File: src/include/upbi_pkg.sv
package upbi_pkg;

	// ==========================================
	// Register map
	localparam logic [3:0] CFG_OFFSET    = 4'h0;
	localparam logic [3:0] STATUS_OFFSET = 4'h4;

	// ==========================================
	// Configuration fields
	localparam int CFG_INVERT_BIT = 0;
	localparam int CFG_SENSE_BIT  = 1;
	localparam int CFG_SELF_BIT   = 2;
	localparam int CFG_LOCK_BIT   = 7;

	// ==========================================
	// Status fields
	localparam int STAT_ASSERT_BIT  = 0;
	localparam int STAT_PULLUP_BIT  = 1;
	localparam int STAT_SUSPEND_BIT = 2;
	localparam int STAT_CONFIG_BIT  = 3;
	localparam int STAT_HIGHPWR_BIT = 4;
	localparam int STAT_REFUSED_BIT = 5;
	localparam int STAT_MAXPWR_LSB  = 8;

	// ==========================================
	// Power budget
	localparam logic [7:0] UNIT_LOAD_LIMIT = 8'h32;

	// ==========================================
	// Carriers
	typedef struct packed {
		logic       suspended;
		logic       configured;
		logic [7:0] maxPower;
	} upbi_core_t;

	typedef struct packed {
		logic        read;
		logic        write;
		logic [3:0]  address;
		logic [31:0] writedata;
		logic [3:0]  byteenable;
	} upbi_avs_req_t;

	// ==========================================
	// Module state
	typedef struct packed {
		logic asserted;
		logic pin;
	} upbi_eval_t;

	typedef struct packed {
		logic pullupEn;
	} upbi_pull_t;

	typedef struct packed {
		logic        respPending;
		logic [31:0] readData;
		logic        cfgLocked;
		logic        invertPolarity;
		logic        senseEnable;
		logic        selfPowered;
		logic        writeRefused;
	} upbi_regs_t;

	// ==========================================
	// Reset values
	localparam upbi_eval_t EVAL_RESET = '{asserted: 1'h1, pin: 1'h0};
	localparam upbi_pull_t PULL_RESET = '{pullupEn: 1'h0};
	localparam upbi_regs_t REGS_RESET = '{
		respPending:    1'h0,
		readData:       32'h0000_0000,
		cfgLocked:      1'h0,
		invertPolarity: 1'h0,
		senseEnable:    1'h0,
		selfPowered:    1'h0,
		writeRefused:   1'h0
	};

endpackage : upbi_pkg

File: src/design/upbi_budget_eval.sv
`timescale 1ns/100ps
module upbi_budget_eval (
	// Clock and reset
	input  wire logic                 core_clk,
	input  wire logic                 rst_n,
	// Device core state
	input  wire upbi_pkg::upbi_core_t coreState,
	input  wire logic                 invertPolarity,
	// Indicator
	output logic                      budgetAsserted,
	output logic                      indicatorPin
);

	// ==========================================
	// State
	upbi_pkg::upbi_eval_t state_ff;
	upbi_pkg::upbi_eval_t nxt_state;
	logic                 highPower;

	// ==========================================
	// Decision
	always_comb begin
		nxt_state = state_ff;
		highPower = coreState.maxPower > upbi_pkg::UNIT_LOAD_LIMIT;
		// Suspend always asserts; high power also while unconfigured
		nxt_state.asserted = coreState.suspended | (highPower & ~coreState.configured);
		// Default level is active low
		nxt_state.pin = nxt_state.asserted ^ ~invertPolarity;
	end

	always_ff @(posedge core_clk or negedge rst_n) begin
		if (!rst_n) begin
			state_ff <= upbi_pkg::EVAL_RESET;
		end else begin
			state_ff <= nxt_state;
		end
	end

	assign budgetAsserted = state_ff.asserted;
	assign indicatorPin   = state_ff.pin;

endmodule : upbi_budget_eval

File: src/design/upbi_pullup_ctl.sv
`timescale 1ns/100ps
module upbi_pullup_ctl (
	// Clock and reset
	input  wire logic core_clk,
	input  wire logic rst_n,
	// Sense and mode
	input  wire logic busSupplySenseInput,
	input  wire logic selfPowered,
	input  wire logic senseEnable,
	// Pull-up control
	output logic      pullupEn
);

	// ==========================================
	// State
	upbi_pkg::upbi_pull_t state_ff;
	upbi_pkg::upbi_pull_t nxt_state;
	logic                 dropPullup;

	// ==========================================
	// Disconnect decision
	always_comb begin
		nxt_state = state_ff;
		// Sense counts only when enabled and self powered
		dropPullup = selfPowered & senseEnable & ~busSupplySenseInput;
		nxt_state.pullupEn = ~dropPullup;
	end

	always_ff @(posedge core_clk or negedge rst_n) begin
		if (!rst_n) begin
			state_ff <= upbi_pkg::PULL_RESET;
		end else begin
			state_ff <= nxt_state;
		end
	end

	assign pullupEn = state_ff.pullupEn;

endmodule : upbi_pullup_ctl

File: src/design/usb_power_budget_indicator.sv
// Behaviour
// - Load up to 0x32: indicator asserted only during suspend.
// - Load above 0x32: asserted during suspend and while not configured.
// - Indicator released whenever full requested current may be drawn.
// - Indicator active low by default; configuration can invert it.
// - Self powered: drop D+ pull-up while sense reports bus supply absent.
// - Sense acts only when enabled by configuration, else no effect.
// - Bus powered: sense level is ignored completely.
`timescale 1ns/100ps
module usb_power_budget_indicator (
	// Clock and reset
	input  wire logic                    core_clk,
	input  wire logic                    rst_n,
	// Avalon-MM slave
	input  wire upbi_pkg::upbi_avs_req_t avsReq,
	output logic [31:0]                  readdata,
	output logic                         waitrequest,
	// Device core state
	input  wire upbi_pkg::upbi_core_t    coreState,
	// Supply sense
	input  wire logic                    busSupplySenseInput,
	// Pins
	output logic                         powerBudgetIndicator,
	output logic                         usbPositiveDataLinePullupEn
);

	// ==========================================
	// State
	upbi_pkg::upbi_regs_t state_ff;
	upbi_pkg::upbi_regs_t nxt_state;

	// ==========================================
	// Internal signals
	logic        request;
	logic        accept;
	logic        complete;
	logic        hitCfg;
	logic        hitStatus;
	logic        cfgWrite;
	logic        statusWrite;
	logic        refuseSet;
	logic        refuseClear;
	logic        budgetAsserted;
	logic        indicatorPin;
	logic        pullupEn;
	logic        highPower;
	logic [31:0] cfgWord;
	logic [31:0] statusWord;
	logic [31:0] readWord;

	// ==========================================
	// Bus decode
	assign request   = avsReq.read | avsReq.write;
	assign accept    = request & ~state_ff.respPending;
	assign complete  = request & state_ff.respPending;
	assign hitCfg    = avsReq.address == upbi_pkg::CFG_OFFSET;
	assign hitStatus = avsReq.address == upbi_pkg::STATUS_OFFSET;
	assign highPower = coreState.maxPower > upbi_pkg::UNIT_LOAD_LIMIT;

	// Writes take effect on the edge that completes the transfer, one cycle after the edge that ends the wait
	assign cfgWrite    = complete & avsReq.write & hitCfg & avsReq.byteenable[0];
	assign statusWrite = complete & avsReq.write & hitStatus & avsReq.byteenable[0];
	assign refuseSet   = cfgWrite & state_ff.cfgLocked;
	assign refuseClear = statusWrite & avsReq.writedata[upbi_pkg::STAT_REFUSED_BIT];

	// ==========================================
	// Read words
	always_comb begin
		cfgWord = 32'h0000_0000;
		cfgWord[upbi_pkg::CFG_INVERT_BIT] = state_ff.invertPolarity;
		cfgWord[upbi_pkg::CFG_SENSE_BIT]  = state_ff.senseEnable;
		cfgWord[upbi_pkg::CFG_SELF_BIT]   = state_ff.selfPowered;
		cfgWord[upbi_pkg::CFG_LOCK_BIT]   = state_ff.cfgLocked;
	end

	always_comb begin
		statusWord = 32'h0000_0000;
		statusWord[upbi_pkg::STAT_ASSERT_BIT]  = budgetAsserted;
		statusWord[upbi_pkg::STAT_PULLUP_BIT]  = pullupEn;
		statusWord[upbi_pkg::STAT_SUSPEND_BIT] = coreState.suspended;
		statusWord[upbi_pkg::STAT_CONFIG_BIT]  = coreState.configured;
		statusWord[upbi_pkg::STAT_HIGHPWR_BIT] = highPower;
		statusWord[upbi_pkg::STAT_REFUSED_BIT] = state_ff.writeRefused;
		statusWord[upbi_pkg::STAT_MAXPWR_LSB +: 8] = coreState.maxPower;
	end

	always_comb begin
		readWord = 32'h0000_0000;
		if (hitCfg) begin
			readWord = cfgWord;
		end else if (hitStatus) begin
			readWord = statusWord;
		end
	end

	// ==========================================
	// Register update
	always_comb begin
		nxt_state = state_ff;
		if (accept) begin
			nxt_state.respPending = 1'h1;
			if (avsReq.read) begin
				nxt_state.readData = readWord;
			end else begin
				nxt_state.readData = 32'h0000_0000;
			end
		end else if (state_ff.respPending) begin
			nxt_state.respPending = 1'h0;
		end
		// Configuration is write once, like fused settings
		if (cfgWrite && !state_ff.cfgLocked) begin
			nxt_state.invertPolarity = avsReq.writedata[upbi_pkg::CFG_INVERT_BIT];
			nxt_state.senseEnable    = avsReq.writedata[upbi_pkg::CFG_SENSE_BIT];
			nxt_state.selfPowered    = avsReq.writedata[upbi_pkg::CFG_SELF_BIT];
			nxt_state.cfgLocked      = 1'h1;
		end
		// Set wins over clear
		if (refuseSet) begin
			nxt_state.writeRefused = 1'h1;
		end else if (refuseClear) begin
			nxt_state.writeRefused = 1'h0;
		end
	end

	always_ff @(posedge core_clk or negedge rst_n) begin
		if (!rst_n) begin
			state_ff <= upbi_pkg::REGS_RESET;
		end else begin
			state_ff <= nxt_state;
		end
	end

	// ==========================================
	// Bus outputs
	assign waitrequest = accept;
	assign readdata    = state_ff.readData;

	// ==========================================
	// Indicator decision
	upbi_budget_eval upbi_budget_eval_i (
		.core_clk       (core_clk),
		.rst_n          (rst_n),
		.coreState      (coreState),
		.invertPolarity (state_ff.invertPolarity),
		.budgetAsserted (budgetAsserted),
		.indicatorPin   (indicatorPin)
	);

	// ==========================================
	// Pull-up control
	upbi_pullup_ctl upbi_pullup_ctl_i (
		.core_clk            (core_clk),
		.rst_n               (rst_n),
		.busSupplySenseInput (busSupplySenseInput),
		.selfPowered         (state_ff.selfPowered),
		.senseEnable         (state_ff.senseEnable),
		.pullupEn            (pullupEn)
	);

	// ==========================================
	// Pin outputs
	assign powerBudgetIndicator        = indicatorPin;
	assign usbPositiveDataLinePullupEn = pullupEn;

	logic expectAssert;
	assign expectAssert = coreState.suspended | (highPower & ~coreState.configured);
endmodule : usb_power_budget_indicator

File: config.mk
export PLATFORM = sky130hd
export DESIGN_NAME = usb_power_budget_indicator
export DESIGN_NICKNAME = d
export VERILOG_FILES = /design/src/include/upbi_pkg.sv /design/src/design/upbi_budget_eval.sv /design/src/design/upbi_pullup_ctl.sv /design/src/design/usb_power_budget_indicator.sv
export SDC_FILE = /design/constraint.sdc
export NUM_CORES = 1
export LEC_CHECK = 0
export BUFFER_PORTS_ARGS = -buffer_cell sky130_fd_sc_hd__buf_4
export CAP_MARGIN = 30
export CORE_UTILIZATION = 37
export CTS_CLUSTER_SIZE = 12
export DETAILED_ROUTE_END_ITERATION = 10
export GPL_ROUTABILITY_DRIVEN = 1
export HOLD_SLACK_MARGIN = 0.12
export PLACE_DENSITY = 0.72
export SKIP_CTS_REPAIR_TIMING = 1
export SLEW_MARGIN = 20
export SYNTH_ARGS = -nofsm -noshare
export SYNTH_HDL_FRONTEND = slang
export SYNTH_HIERARCHICAL = 1
export SYNTH_SLANG_ARGS = --single-unit
File: constraint.sdc
create_clock -name core_clk -period 1.2 [get_ports core_clk]
set_input_delay 0.06 -clock core_clk [delete_from_list [all_inputs] [get_ports core_clk]]
set_output_delay 0.06 -clock core_clk [all_outputs]
set_load 0.05 [all_outputs]
==> flow_summary.yaml <==
outcome:
  status: "complete, but fails checks"
  violations: "setup timing"
timing:
  hold_ws_ns: 0.131
  rsz0062_at_grt: "yes"
  finalHoldViolations: 0
  skew_ns: 0.0165
  setup_violations: 1
  setup_slack_ns: -0.0569
  slew_viol_final: 0
  clock.fmax_mhz: 796
  fin_crit_ns: 1.26
  min_period_over_period_pct: 105
critical_path:
  endpoint_kind: "output port"
  crit_start: "state_ff[37]"
  arrival_ns: 1.20
  r2r_slack_ns: 0.02
  timing.rr.end: "cfgWord[1]"
  reg2reg_from: "state_ff[37]"
  crit_required_ns: 1.14
  worst_setup_path_start_kind: "register"
  path_class: "register to output port"
  crit_fanout: 6
  r2r_cells: 3
power:
  power_density_nw_per_um2: 1030
  p_leak_uw: 0.000862
  vdd_drop_max_mv: 0.350
  p_total_uw: 1810
synthesis:
  yosysMostFrequentCell: "buf_4"
  synth_edf_count: 0
  yosys.area.top_type: "dfrtp_1"
  synth_mux_area_share_pct: 4.98
  yosys.cell_types.count: 27
  synthTopCellsByCount: "buf_4, nand2_1, dfrtp_1"
  async_flop_share_pct: 100
  synth_area_leaders: "dfrtp_1, buf_4, nand2_1"
  synth_compound_area_share_pct: 12.1
  seq_area_frac_synth_pct: 46.9
  ys_seq_elements: 24
  synth_ff_type: "dfrtp_1"
  synthDominantCellAreaShare_pct: 44.9
  synth-simple-area-share_pct: 13.7
  netlist_area_sq_um: 1280
  synth_top_family_by_area: "buffers and inverters"
  syn_avg_cell_area_sq_um: 9.87
  synthXorXnorAreaFrac_pct: 0.683
  synthCells: 130
  yosysWarnings: 6
  synth_fa_ha_area_share_pct: 0
place:
  dp_slack_ns: -0.190
  dp_hpwl_um: 1870
  gp_congestion: 0.816
  port_buffers: 41
  placed_cell_area_sq_um: 1500
global_route:
  grt_pass1_vias: 851
  grt_max_degree: 25
  grt_overflow_total: 0
  antenna_found_initial: 0
  grt_pass1_wl_um: 3730
  track_usage_pct: 13.9
worst_hold_path:
  hp-class: "primary input to register"
  holdPathEnd: "cfgWord[7]"
  hp-start: "avsReq[0]"
  min_path_cells: 4
die:
  die_height_um: 60.9
  dieArea_sq_um: 3710
  die_x_um: 60.9
  start_util_pct: 38.4
  rows: 21
  io_pins: 90
  core_sq_um: 3340
finish:
  antenna_cells: 0
  fin_area_sq_um: 1760
  area_growth_syn_to_layout_pct: 37.1
  fin_nets: 239
  drive_gt1_share_pct: 35.5
run:
  maxCapViolCount: 0
drt:
  wl_um: 2790
  post-route-drc-count: 0
  wl_per_cell_um: 12.2
  drtPass1Iterations: 4
  num_vias: 1014
  antenna_left: 0
  drtIter0Drc: 36
  routed_via_density: 4.43
cts:
  clockBufferDepth: 2
  cts_root_buffer: "clkbuf_4"
  cts_buffers: 3
  cts.sinks: 24
  clk_pin_slew_worst_paths_ns: 0.13
  clk_latency_ns: 0.31
  cts_tree: "built"
  cts.htree.levels: 1
## final cells by class
cell class / instances / area (sq um)
timing repair buffer: 68 / 561
multi-input combinational: 83 / 494
fill: 313 / 1580
inverter: 4 / 17.5
clock buffer: 4 / 26.3
sequential: 24 / 602
tap: 46 / 57.6
## power by group
part	internal (uW)	total (uW)	switching, uW	leakage [uW]
Clock	130	353	223	0.0000150
Sequential	855	889	34.4	0.000319
Combinational	221	563	342	0.000528
## state kept, by name, summed over array words and instances (netlist names)
signal and cells:
cfgWord 4, readdata 15, state_ff 2, upbi_budget_eval_i/budgetAsserted 1, upbi_budget_eval_i/indicatorPin 1, upbi_pullup_ctl_i/pullupEn 1
## worst max path at each step
| stage | end | slack [ns] | cells after the start |
|---|---|---|---|
| 6_report | waitrequest | -0.06 | 3 |
| 3_5_place_dp | cfgWord[1] | -0.19 | 4 |
| 5_1_grt | waitrequest | -0.11 | 3 |
| 4_1_cts | waitrequest | -0.33 | 3 |
| 3_3_place_gp | cfgWord[0] | -0.18 | 4 |
| 2_1_floorplan | cfgWord[0] | -0.04 | 4 |
## placed cells by master (no fill, tap or decap), drive strengths merged, types with 3 or more instances in the layout
master,n
o21ai,13
nand2,24
conb,17
buf,51
dfrtp,23
inv,4
dlygate4sd3,17
clkbuf,4
mux2i,3
nand3,4
nand3b,3
mux2,3
## layer usage
layer	GRT usage, %	up-vias	share of wire (%)
met2	22.6	42	49
met1	18.1	476	43
met3	2.56	4	6.1
met5	0	-	0
li1	-	492	-
met4	5.84	0	1.5
## metrics by stage
step | setup TNS [ns] | cells | utilization (%)
floorplan | -0.133 | 146 | -
global placement | -0.526 | 203 | 44.9
detailed placement | -0.563 | 203 | 44.9
CTS | -0.647 | 207 | 45.7
global route | -0.249 | 229 | 52.7
finish | -0.0569 | 229 | 52.7
## cell families (layout without fill, tap and decap cells)
kind of cell	Yosys count	count (layout)
other	1	17
XOR/XNOR	1	1
multiplexers	6	6
AND/OR/NAND/NOR	36	36
buffers and inverters	39	76
flip-flops	24	24
AO/OA/AOI/OAI	23	23
## worst max-delay path, cell delays in order, from the launching register on
cell      delay (ns)
dfrtp_1         0.44
o21bai_4        0.20
inv_4           0.10
buf_8           0.15
Power figures use the tool's default switching activity.
